[config.mk]
export PLATFORM = sky130hd
export DESIGN_NAME = nvs_seq
export DESIGN_NICKNAME = d
export VERILOG_FILES = /design/src/core/nvs_pkg.sv /design/src/core/nvs_seq.sv
export SDC_FILE = /design/constraint.sdc
export NUM_CORES = 1
export LEC_CHECK = 0
export ABC_AREA = 1
export ABC_CLOCK_PERIOD_IN_PS = 2000
export BUFFER_PORTS_ARGS = -buffer_cell sky130_fd_sc_hd__buf_2
export CAP_MARGIN = 25
export CORE_MARGIN = 1.5
export CORE_UTILIZATION = 45
export CTS_CLUSTER_DIAMETER = 50
export CTS_CLUSTER_SIZE = 28
export DETAILED_ROUTE_END_ITERATION = 8
export SETUP_SLACK_MARGIN = 0.05
export SLEW_MARGIN = 20
export SYNTH_ARGS = -nofsm -noshare
export SYNTH_HDL_FRONTEND = slang
export SYNTH_SLANG_ARGS = --single-unit
[constraint.sdc]
create_clock -name sys_clk -period 2 [get_ports sys_clk]
set_input_delay 0.2 -clock sys_clk [delete_from_list [all_inputs] [get_ports sys_clk]]
set_output_delay 0.2 -clock sys_clk [all_outputs]
set_load 0.02 [all_outputs]
[src/core/nvs_pkg.sv]
/*
 * Package for the nonvolatile save/restore sequencer: timing figures,
 * derived cycle counts and the sequencer state type.
 * Assumes a single 40 MHz system clock; all counts derive from it.
 */
// Overview of operation
// power-up restore finishes within 20 ms of supply rising above trip level
// automatic save on supply drop is skipped when SRAM is unchanged since last cycle
// after automatic save triggers, writes stay enabled at most 25 ns
// array reads and writes ignored during save, restore, or low supply
// sleep command leads to low-power state within 8 ms
// after wake-up the device is ready within 20 ms
// device drops to standby within 100 us after a bus STOP
// a received software command is acted on within 500 us
// save or restore command locks bus input and output until it finishes
// save completes within 8 ms, commanded restore within 600 us, then lockout lifts
package nvs_pkg;
	// ----------------------------------------------------------------
	// clock and timing figures
	// ----------------------------------------------------------------
	localparam int CLK_PERIOD_PS = 25000;
	localparam int T_RESTORE_PU_MS = 20;
	localparam int T_SAVE_MS = 8;
	localparam int T_WRITE_WINDOW_NS = 25;
	localparam int T_WAKE_MS = 20;
	localparam int T_SLEEP_MS = 8;
	localparam int T_STANDBY_US = 100;
	localparam int T_CMD_US = 500;
	localparam int T_RESTORE_CMD_US = 600;

	// longest times round down, never below one cycle
	function automatic int cyc_dn(input longint ps);
		longint c;
		c = ps / CLK_PERIOD_PS;
		return (c < 1) ? 1 : int'(c);
	endfunction

	localparam int RESTORE_PU_CYC = cyc_dn(64'(T_RESTORE_PU_MS) * 64'd1000000000);
	localparam int SAVE_CYC = cyc_dn(64'(T_SAVE_MS) * 64'd1000000000);
	localparam int WRITE_WINDOW_CYC = cyc_dn(64'(T_WRITE_WINDOW_NS) * 64'd1000);
	localparam int WAKE_CYC = cyc_dn(64'(T_WAKE_MS) * 64'd1000000000);
	localparam int SLEEP_CYC = cyc_dn(64'(T_SLEEP_MS) * 64'd1000000000);
	localparam int STANDBY_CYC = cyc_dn(64'(T_STANDBY_US) * 64'd1000000);
	localparam int CMD_CYC = cyc_dn(64'(T_CMD_US) * 64'd1000000);
	localparam int RESTORE_CMD_CYC = cyc_dn(64'(T_RESTORE_CMD_US) * 64'd1000000);

	localparam int TMR_W = 20;
	localparam logic [TMR_W-1:0] TMR_RESET = 20'h00000;

	// ----------------------------------------------------------------
	// sequencer states
	// ----------------------------------------------------------------
	typedef enum logic [3:0] {
		NVS_OFF,
		NVS_RESTORE,
		NVS_ACTIVE,
		NVS_STANDBY,
		NVS_CMD_DECODE,
		NVS_SAVE,
		NVS_CMD_RESTORE,
		NVS_SLEEP_ENTER,
		NVS_SLEEP,
		NVS_WAKE,
		NVS_WRITE_WINDOW,
		NVS_AUTO_SAVE
	} nvs_state_t;

	typedef enum logic [1:0] {
		NVS_CMD_SAVE,
		NVS_CMD_RESTORE_OP,
		NVS_CMD_SLEEP,
		NVS_CMD_NONE
	} nvs_cmd_t;
endpackage

[src/core/nvs_seq.sv]
/*
 * Sequencer for the nonvolatile side of a serial SRAM: power-up restore,
 * automatic save on supply loss, commanded save/restore, sleep, standby.
 * Assumes a bus protocol engine on sys_clk that decodes commands and STOP,
 * and an asynchronous supply comparator that must be synchronised here.
 */
`timescale 1ns/10ps
`default_nettype none
module nvs_seq #(
	parameter int RESTORE_PU_CYC = nvs_pkg::RESTORE_PU_CYC,
	parameter int SAVE_CYC = nvs_pkg::SAVE_CYC,
	parameter int WAKE_CYC = nvs_pkg::WAKE_CYC,
	parameter int SLEEP_CYC = nvs_pkg::SLEEP_CYC,
	parameter int CMD_CYC = nvs_pkg::CMD_CYC,
	parameter int RESTORE_CMD_CYC = nvs_pkg::RESTORE_CMD_CYC,
	parameter int STANDBY_CYC = nvs_pkg::STANDBY_CYC
) (
	input wire logic sys_clk,
	input wire logic rst_n,
	input wire logic supply_ok_async,
	input wire logic auto_save_on_powerdown,
	input wire logic sram_write,
	input wire logic cmd_valid,
	input wire logic [1:0] cmd_code,
	input wire logic wake_req,
	input wire logic bus_stop,
	input wire logic bus_active,
	output logic array_access_en,
	output logic sram_write_en,
	output logic bus_lockout,
	output logic nv_store_busy,
	output logic nv_recall_busy,
	output logic sleep_mode,
	output logic standby_mode,
	output logic ready
);
	// ----------------------------------------------------------------
	// supply comparator synchroniser
	// ----------------------------------------------------------------
	// the comparator is not timed to sys_clk, so it gets two flops
	logic sup_meta_q;
	logic sup_ok_q;

	// second stage alone feeds the logic so metastability cannot spread
	always_ff @(posedge sys_clk) begin
		if (!rst_n) begin
			sup_meta_q <= 1'b0;
			sup_ok_q <= 1'b0;
		end else begin
			sup_meta_q <= supply_ok_async;
			sup_ok_q <= sup_meta_q;
		end
	end

	// ----------------------------------------------------------------
	// sequencer
	// ----------------------------------------------------------------
	// state, latched command and the one shared timer
	nvs_pkg::nvs_state_t state_q;
	nvs_pkg::nvs_cmd_t cmd_q;
	logic [nvs_pkg::TMR_W-1:0] tmr_q;
	logic dirty_q;
	logic timer_done;

	// zero means the phase in hand has run out
	assign timer_done = (tmr_q == nvs_pkg::TMR_RESET);

	// one down-counter serves every timed phase; load is count minus one
	function automatic logic [nvs_pkg::TMR_W-1:0] ld(input int cyc);
		return nvs_pkg::TMR_W'(cyc - 1);
	endfunction

	always_ff @(posedge sys_clk) begin
		if (!rst_n) begin
			state_q <= nvs_pkg::NVS_OFF;
			tmr_q <= nvs_pkg::TMR_RESET;
			cmd_q <= nvs_pkg::NVS_CMD_NONE;
		end else if (!sup_ok_q && state_q != nvs_pkg::NVS_OFF && state_q != nvs_pkg::NVS_WRITE_WINDOW
				&& state_q != nvs_pkg::NVS_AUTO_SAVE) begin
			// supply loss preempts every state but off, the write window and auto save; save only if enabled and dirty
			if (auto_save_on_powerdown && dirty_q) begin
				state_q <= nvs_pkg::NVS_WRITE_WINDOW;
				tmr_q <= ld(nvs_pkg::WRITE_WINDOW_CYC);
			end else begin
				state_q <= nvs_pkg::NVS_OFF;
			end
		end else begin
			// the timer parks at zero, so phases with no load of their own never wrap
			if (!timer_done) begin
				tmr_q <= tmr_q - 1'b1;
			end
			unique case (state_q)
				nvs_pkg::NVS_OFF: begin
					if (sup_ok_q) begin
						state_q <= nvs_pkg::NVS_RESTORE;
						tmr_q <= ld(RESTORE_PU_CYC);
					end
				end
				nvs_pkg::NVS_RESTORE: begin
					// a fresh part waits in standby until the bus is used
					if (timer_done) begin
						state_q <= nvs_pkg::NVS_STANDBY;
					end
				end
				nvs_pkg::NVS_ACTIVE: begin
					if (cmd_valid) begin
						state_q <= nvs_pkg::NVS_CMD_DECODE;
						cmd_q <= nvs_pkg::nvs_cmd_t'(cmd_code);
						tmr_q <= ld(CMD_CYC);
					end else if (bus_stop) begin
						state_q <= nvs_pkg::NVS_STANDBY;
					end
				end
				nvs_pkg::NVS_STANDBY: begin
					// any bus traffic brings the interface out of standby
					if (bus_active) begin
						state_q <= nvs_pkg::NVS_ACTIVE;
					end
				end
				nvs_pkg::NVS_CMD_DECODE: begin
					// acted on at once, well inside the processing window
					unique case (cmd_q)
						nvs_pkg::NVS_CMD_SAVE: begin
							state_q <= nvs_pkg::NVS_SAVE;
							tmr_q <= ld(SAVE_CYC);
						end
						nvs_pkg::NVS_CMD_RESTORE_OP: begin
							state_q <= nvs_pkg::NVS_CMD_RESTORE;
							tmr_q <= ld(RESTORE_CMD_CYC);
						end
						nvs_pkg::NVS_CMD_SLEEP: begin
							state_q <= nvs_pkg::NVS_SLEEP_ENTER;
							tmr_q <= ld(SLEEP_CYC);
						end
						nvs_pkg::NVS_CMD_NONE: begin
							// a STOP in the decode cycle is not lost, or the part would stay active
							if (bus_stop) begin
								state_q <= nvs_pkg::NVS_STANDBY;
							end else begin
								state_q <= nvs_pkg::NVS_ACTIVE;
							end
						end
					endcase
				end
				nvs_pkg::NVS_SAVE, nvs_pkg::NVS_CMD_RESTORE: begin
					if (timer_done) begin
						state_q <= nvs_pkg::NVS_STANDBY;
					end
				end
				nvs_pkg::NVS_SLEEP_ENTER: begin
					if (timer_done) begin
						state_q <= nvs_pkg::NVS_SLEEP;
					end
				end
				nvs_pkg::NVS_SLEEP: begin
					// wake needs no supply check; a drop while asleep takes the save path above
					if (wake_req) begin
						state_q <= nvs_pkg::NVS_WAKE;
						tmr_q <= ld(WAKE_CYC);
					end
				end
				nvs_pkg::NVS_WAKE: begin
					if (timer_done) begin
						state_q <= nvs_pkg::NVS_STANDBY;
					end
				end
				nvs_pkg::NVS_WRITE_WINDOW: begin
					if (timer_done) begin
						state_q <= nvs_pkg::NVS_AUTO_SAVE;
						tmr_q <= ld(SAVE_CYC);
					end
				end
				nvs_pkg::NVS_AUTO_SAVE: begin
					// save runs on the storage capacitor, then the part is off
					if (timer_done) begin
						state_q <= nvs_pkg::NVS_OFF;
					end
				end
				default: begin
					state_q <= nvs_pkg::NVS_OFF;
				end
			endcase
		end
	end

	// ----------------------------------------------------------------
	// dirty tracking
	// ----------------------------------------------------------------
	// every nonvolatile cycle clears it, so only later writes count
	// a write in the same cycle a save ends is shut out by sram_write_en, so the clear wins
	always_ff @(posedge sys_clk) begin
		if (!rst_n) begin
			dirty_q <= 1'b0;
		end else if (sram_write && sram_write_en) begin
			dirty_q <= 1'b1;
		end else if ((state_q == nvs_pkg::NVS_RESTORE || state_q == nvs_pkg::NVS_SAVE
				|| state_q == nvs_pkg::NVS_CMD_RESTORE || state_q == nvs_pkg::NVS_AUTO_SAVE) && timer_done) begin
			dirty_q <= 1'b0;
		end
	end

	// ----------------------------------------------------------------
	// outputs
	// ----------------------------------------------------------------
	// status decodes straight from the state register; sample it on sys_clk only
	logic nv_busy;
	assign nv_store_busy = (state_q == nvs_pkg::NVS_SAVE) || (state_q == nvs_pkg::NVS_AUTO_SAVE);
	assign nv_recall_busy = (state_q == nvs_pkg::NVS_RESTORE) || (state_q == nvs_pkg::NVS_CMD_RESTORE);
	assign nv_busy = nv_store_busy || nv_recall_busy;
	// the synchronised supply flag gates access, two edges after the pin falls
	assign array_access_en = sup_ok_q && !nv_busy && (state_q == nvs_pkg::NVS_ACTIVE
		|| state_q == nvs_pkg::NVS_STANDBY || state_q == nvs_pkg::NVS_CMD_DECODE);
	// writes stay open only for the short window after supply loss
	assign sram_write_en = array_access_en || (state_q == nvs_pkg::NVS_WRITE_WINDOW);
	// low supply locks the bus too, since no command can be trusted then
	assign bus_lockout = nv_busy || !sup_ok_q;
	// mode flags for the power control outside; ready means the array answers
	assign sleep_mode = (state_q == nvs_pkg::NVS_SLEEP);
	assign standby_mode = (state_q == nvs_pkg::NVS_STANDBY);
	assign ready = array_access_en;
endmodule
`default_nettype wire

==> results_dict.tcl <==
set metrics [dict create \
    cp-start-kind "register" \
    leakagePower_nw 1.45 \
    final_antenna_net_count 0 \
    fmax_ghz 0.552 \
    setup_viol 0 \
    power_density_mw_per_mm2 1850 \
    vias_per_cell 5.30 \
    drt-met1-wl_mm 3.70 \
    ys_warn_count 0 \
    fp.dieArea_mm2 0.00592 \
    place_inst 501 \
    hpwlAfterDp_mm 5.88 \
    die_h_um 76.9 \
    reg2reg_depth 10 \
    synth_area_mm2 0.00246 \
    fin_nets 452 \
    worstMarginPinSlew_ps 343 \
    area_growth_syn_to_layout_pct 12.5 \
    cts_tree "built" \
    hold_path_depth 3 \
    numCtsBuffers 5 \
    worstSetupPathType "reg2out" \
    start_util_pct 47.5 \
    ctsHoldBuffers 0 \
    grt_pass1_vias 2327 \
    netlist_top_cells_area "dfxtp_1 (24%), nand2_1 (18%), inv_1 (7.5%), nor2_1 (7.3%), nand3_1 (6.7%)" \
    fin_setup_tns_ps 0 \
    cp_data_arrival_time_ps 1610 \
    maxSlewHeadroom_pct 77.0 \
    slew_viol_final 0 \
    critPathBufInv 3 \
    clock_path_buffers 2 \
    ys_seq_area_share_pct 23.6 \
    drv_cap 0 \
    worst_setup_path_end_kind "output port" \
    crit_cells 8 \
    synth_fp_nets 426 \
    overflow 0 \
    initialDrtViolationCount 246 \
    h-tree-depth 2 \
    port_buffers 18 \
    wl_per_cell_um 14.8 \
    n_fill_cell 527 \
    rows 26 \
    hold_viol 0 \
    dr_wl_met2_mm 3.09 \
    crit_required_ps 1800 \
    insertion_delay_ps 290 \
    synth_top_cell_by_area "dfxtp_1" \
    grt_pass1_wl_mm 12.0 \
    synth_cell_types 37 \
    finalCritPeriodShare_pct 90.7 \
    fp.dieW_um 76.9 \
    rsz0062_at_grt "no" \
    holdWs_ps 91.4 \
    status "finished clean" \
    cts_resized 0 \
    dr_wl_met3_um 579 \
    period_needed_ps 1810 \
    drc 0 \
    critPathMaxStageDelay_ps 350 \
    min_path_type "in2reg" \
    gp_congestion 0.963 \
    grt_max_degree 21 \
    wirelength_mm 7.53 \
    irDropWorstVdd_mv 0.765 \
    cp_common_cell "nor2_4" \
    diodes 0 \
    grt_antenna_before_repair 0 \
    first_pass_iters 5 \
    crit_slowest_cell "dfxtp_2" \
    p_total_w 0.00512 \
    avgSynthCellArea_um2 5.97 \
    cp_cell_sequence "inv_2 -> nand2_2 -> nor2_4 -> nor2_4 -> nand2_1 -> inv_1 -> o21ai_1 -> buf_2" \
    finClkSkew_ps 8.96 \
    yosys.area.top_type_share_pct 23.6 \
    drive_gt1_share_pct 19.2 \
    ys_ff_latch 29 \
    postSynthCellCount 412 \
    cts_setup_buffers 0 \
    pin_count 19 \
    highest_layer "met4" \
    cts.clk_slew.worst_paths_ps 60 \
    cts_sinks 29 \
    cp_top_family "simple AND/OR/NAND/NOR gates" \
    coreArea_mm2 0.00517 \
    vias 2690 \
    track_usage_pct 26.5 \
    critPathMaxFanout 6 \
    fin_cells 508 \
    root_buffer "clkbuf_8" \
]
per-stage QoR:
step                setup slack [ps]  util, %  area (µm²)
global route                    68.5     53.5        2770
finish                           187     53.5        2770
global placement                 265     51.3        2660
CTS                             86.6     53.3        2760
floorplan                        264        -        2460
detailed placement               244     51.3        2660
per-layer routing:
metal  vias up  track usage [%]
li1       1367                -
met3        15             6.07
met5         -                0
met4         0             8.52
met1      1202             38.7
met2       106             38.0
kinds of logic (layout without fill, tap and decap cells):
family / after synthesis / in the layout / share of synthesized area, %
compound gates: 60 / 60 / 13.8
flops: 29 / 29 / 23.6
buf+inv: 68 / 94 / 11.1
simple gates: 247 / 247 / 48.1
fa+ha+maj: 3 / 3 / 1.53
xor+xnor: 5 / 5 / 1.78
worst min-delay path, stage by stage:
cell and delay [ps]:
buf_2 70, nand2_1 40, inv_1 40
final cells by class:
cell class,instances,area [µm²],share of cell area (%)
Tap cell,70,87.6,3.17
Clock buffer,5,68.8,2.49
Inverter,61,231,8.37
Multi-Input combinational cell,315,1610,58.2
Timing Repair Buffer,26,150,5.43
Clock inverter,2,35.0,1.27
Sequential cell,29,583,21.1
registers in the layout (all words and copies together) (netlist names):
register and cells:
sup_meta_q 1, sup_ok_q 1, cmd_q 2, dirty_q 1
tmr_q 20, state_q 4
cell usage in the layout, fill, tap and decap left out, types with 2 or more instances in the layout:
cell type and count:
a21oi_1 20, a31oi_1 6, buf_2 18, buf_4 8, clkbuf_8 5, dfxtp_1 27
dfxtp_2 2, ha_1 3, inv_1 49, inv_2 11, nand2_1 117, nand2_2 7
nand2_4 4, nand3_1 33, nand3_2 4, nand4_1 8, nor2_1 48, nor2_2 10
nor2_4 6, nor3_1 3, o211ai_1 3, o21a_1 2, o21ai_0 16, o21ai_1 8
o22ai_1 3, xnor2_1 4
synth_stat cells:
cell type,instances
nand2_2,7
buf_4,1
buf_6,1
inv_1,49
nand4_1,8
a21oi_1,20
buf_2,3
inv_4,1
or2_2,1
o21a_1,2
dfxtp_1,29
ha_1,3
nor3_1,3
nor2_4,5
a31oi_1,6
o21ai_0,16
xor2_1,1
o211ai_1,3
nand3_2,4
nand4_4,1
a22oi_1,1
nand2_4,4
nor2_2,11
nand4_2,1
or2_0,1
or2_1,1
nor2_1,48
nand2_1,117
o21ai_1,8
o22ai_1,3
a21boi_4,1
xnor2_1,4
nand3_1,33
inv_2,11
nand3_4,1
clkbuf_1,2
nor3_2,1
power by group:
group | total [W] | leakage (nW) | switching (W) | internal (W)
sequential | 0.000941 | 0.239 | 0.000187 | 0.000754
clock | 0.000603 | 0.0540 | 0.000242 | 0.000362
combinational | 0.00357 | 1.16 | 0.00238 | 0.00119
path summary, 6_finish.rpt:
check | endpoint | startpoint | slack [ps]
worst max-delay path | sram_write_en | state_q[3] | 190
worst min-delay path | sup_meta_q | supply_ok_async | 90
worst max register to register | tmr_q[0] | tmr_q[0] | 220
worst min register to register | sup_ok_q | sup_meta_q | 410
No activity file was read; power rests on OpenSTA's default activity.
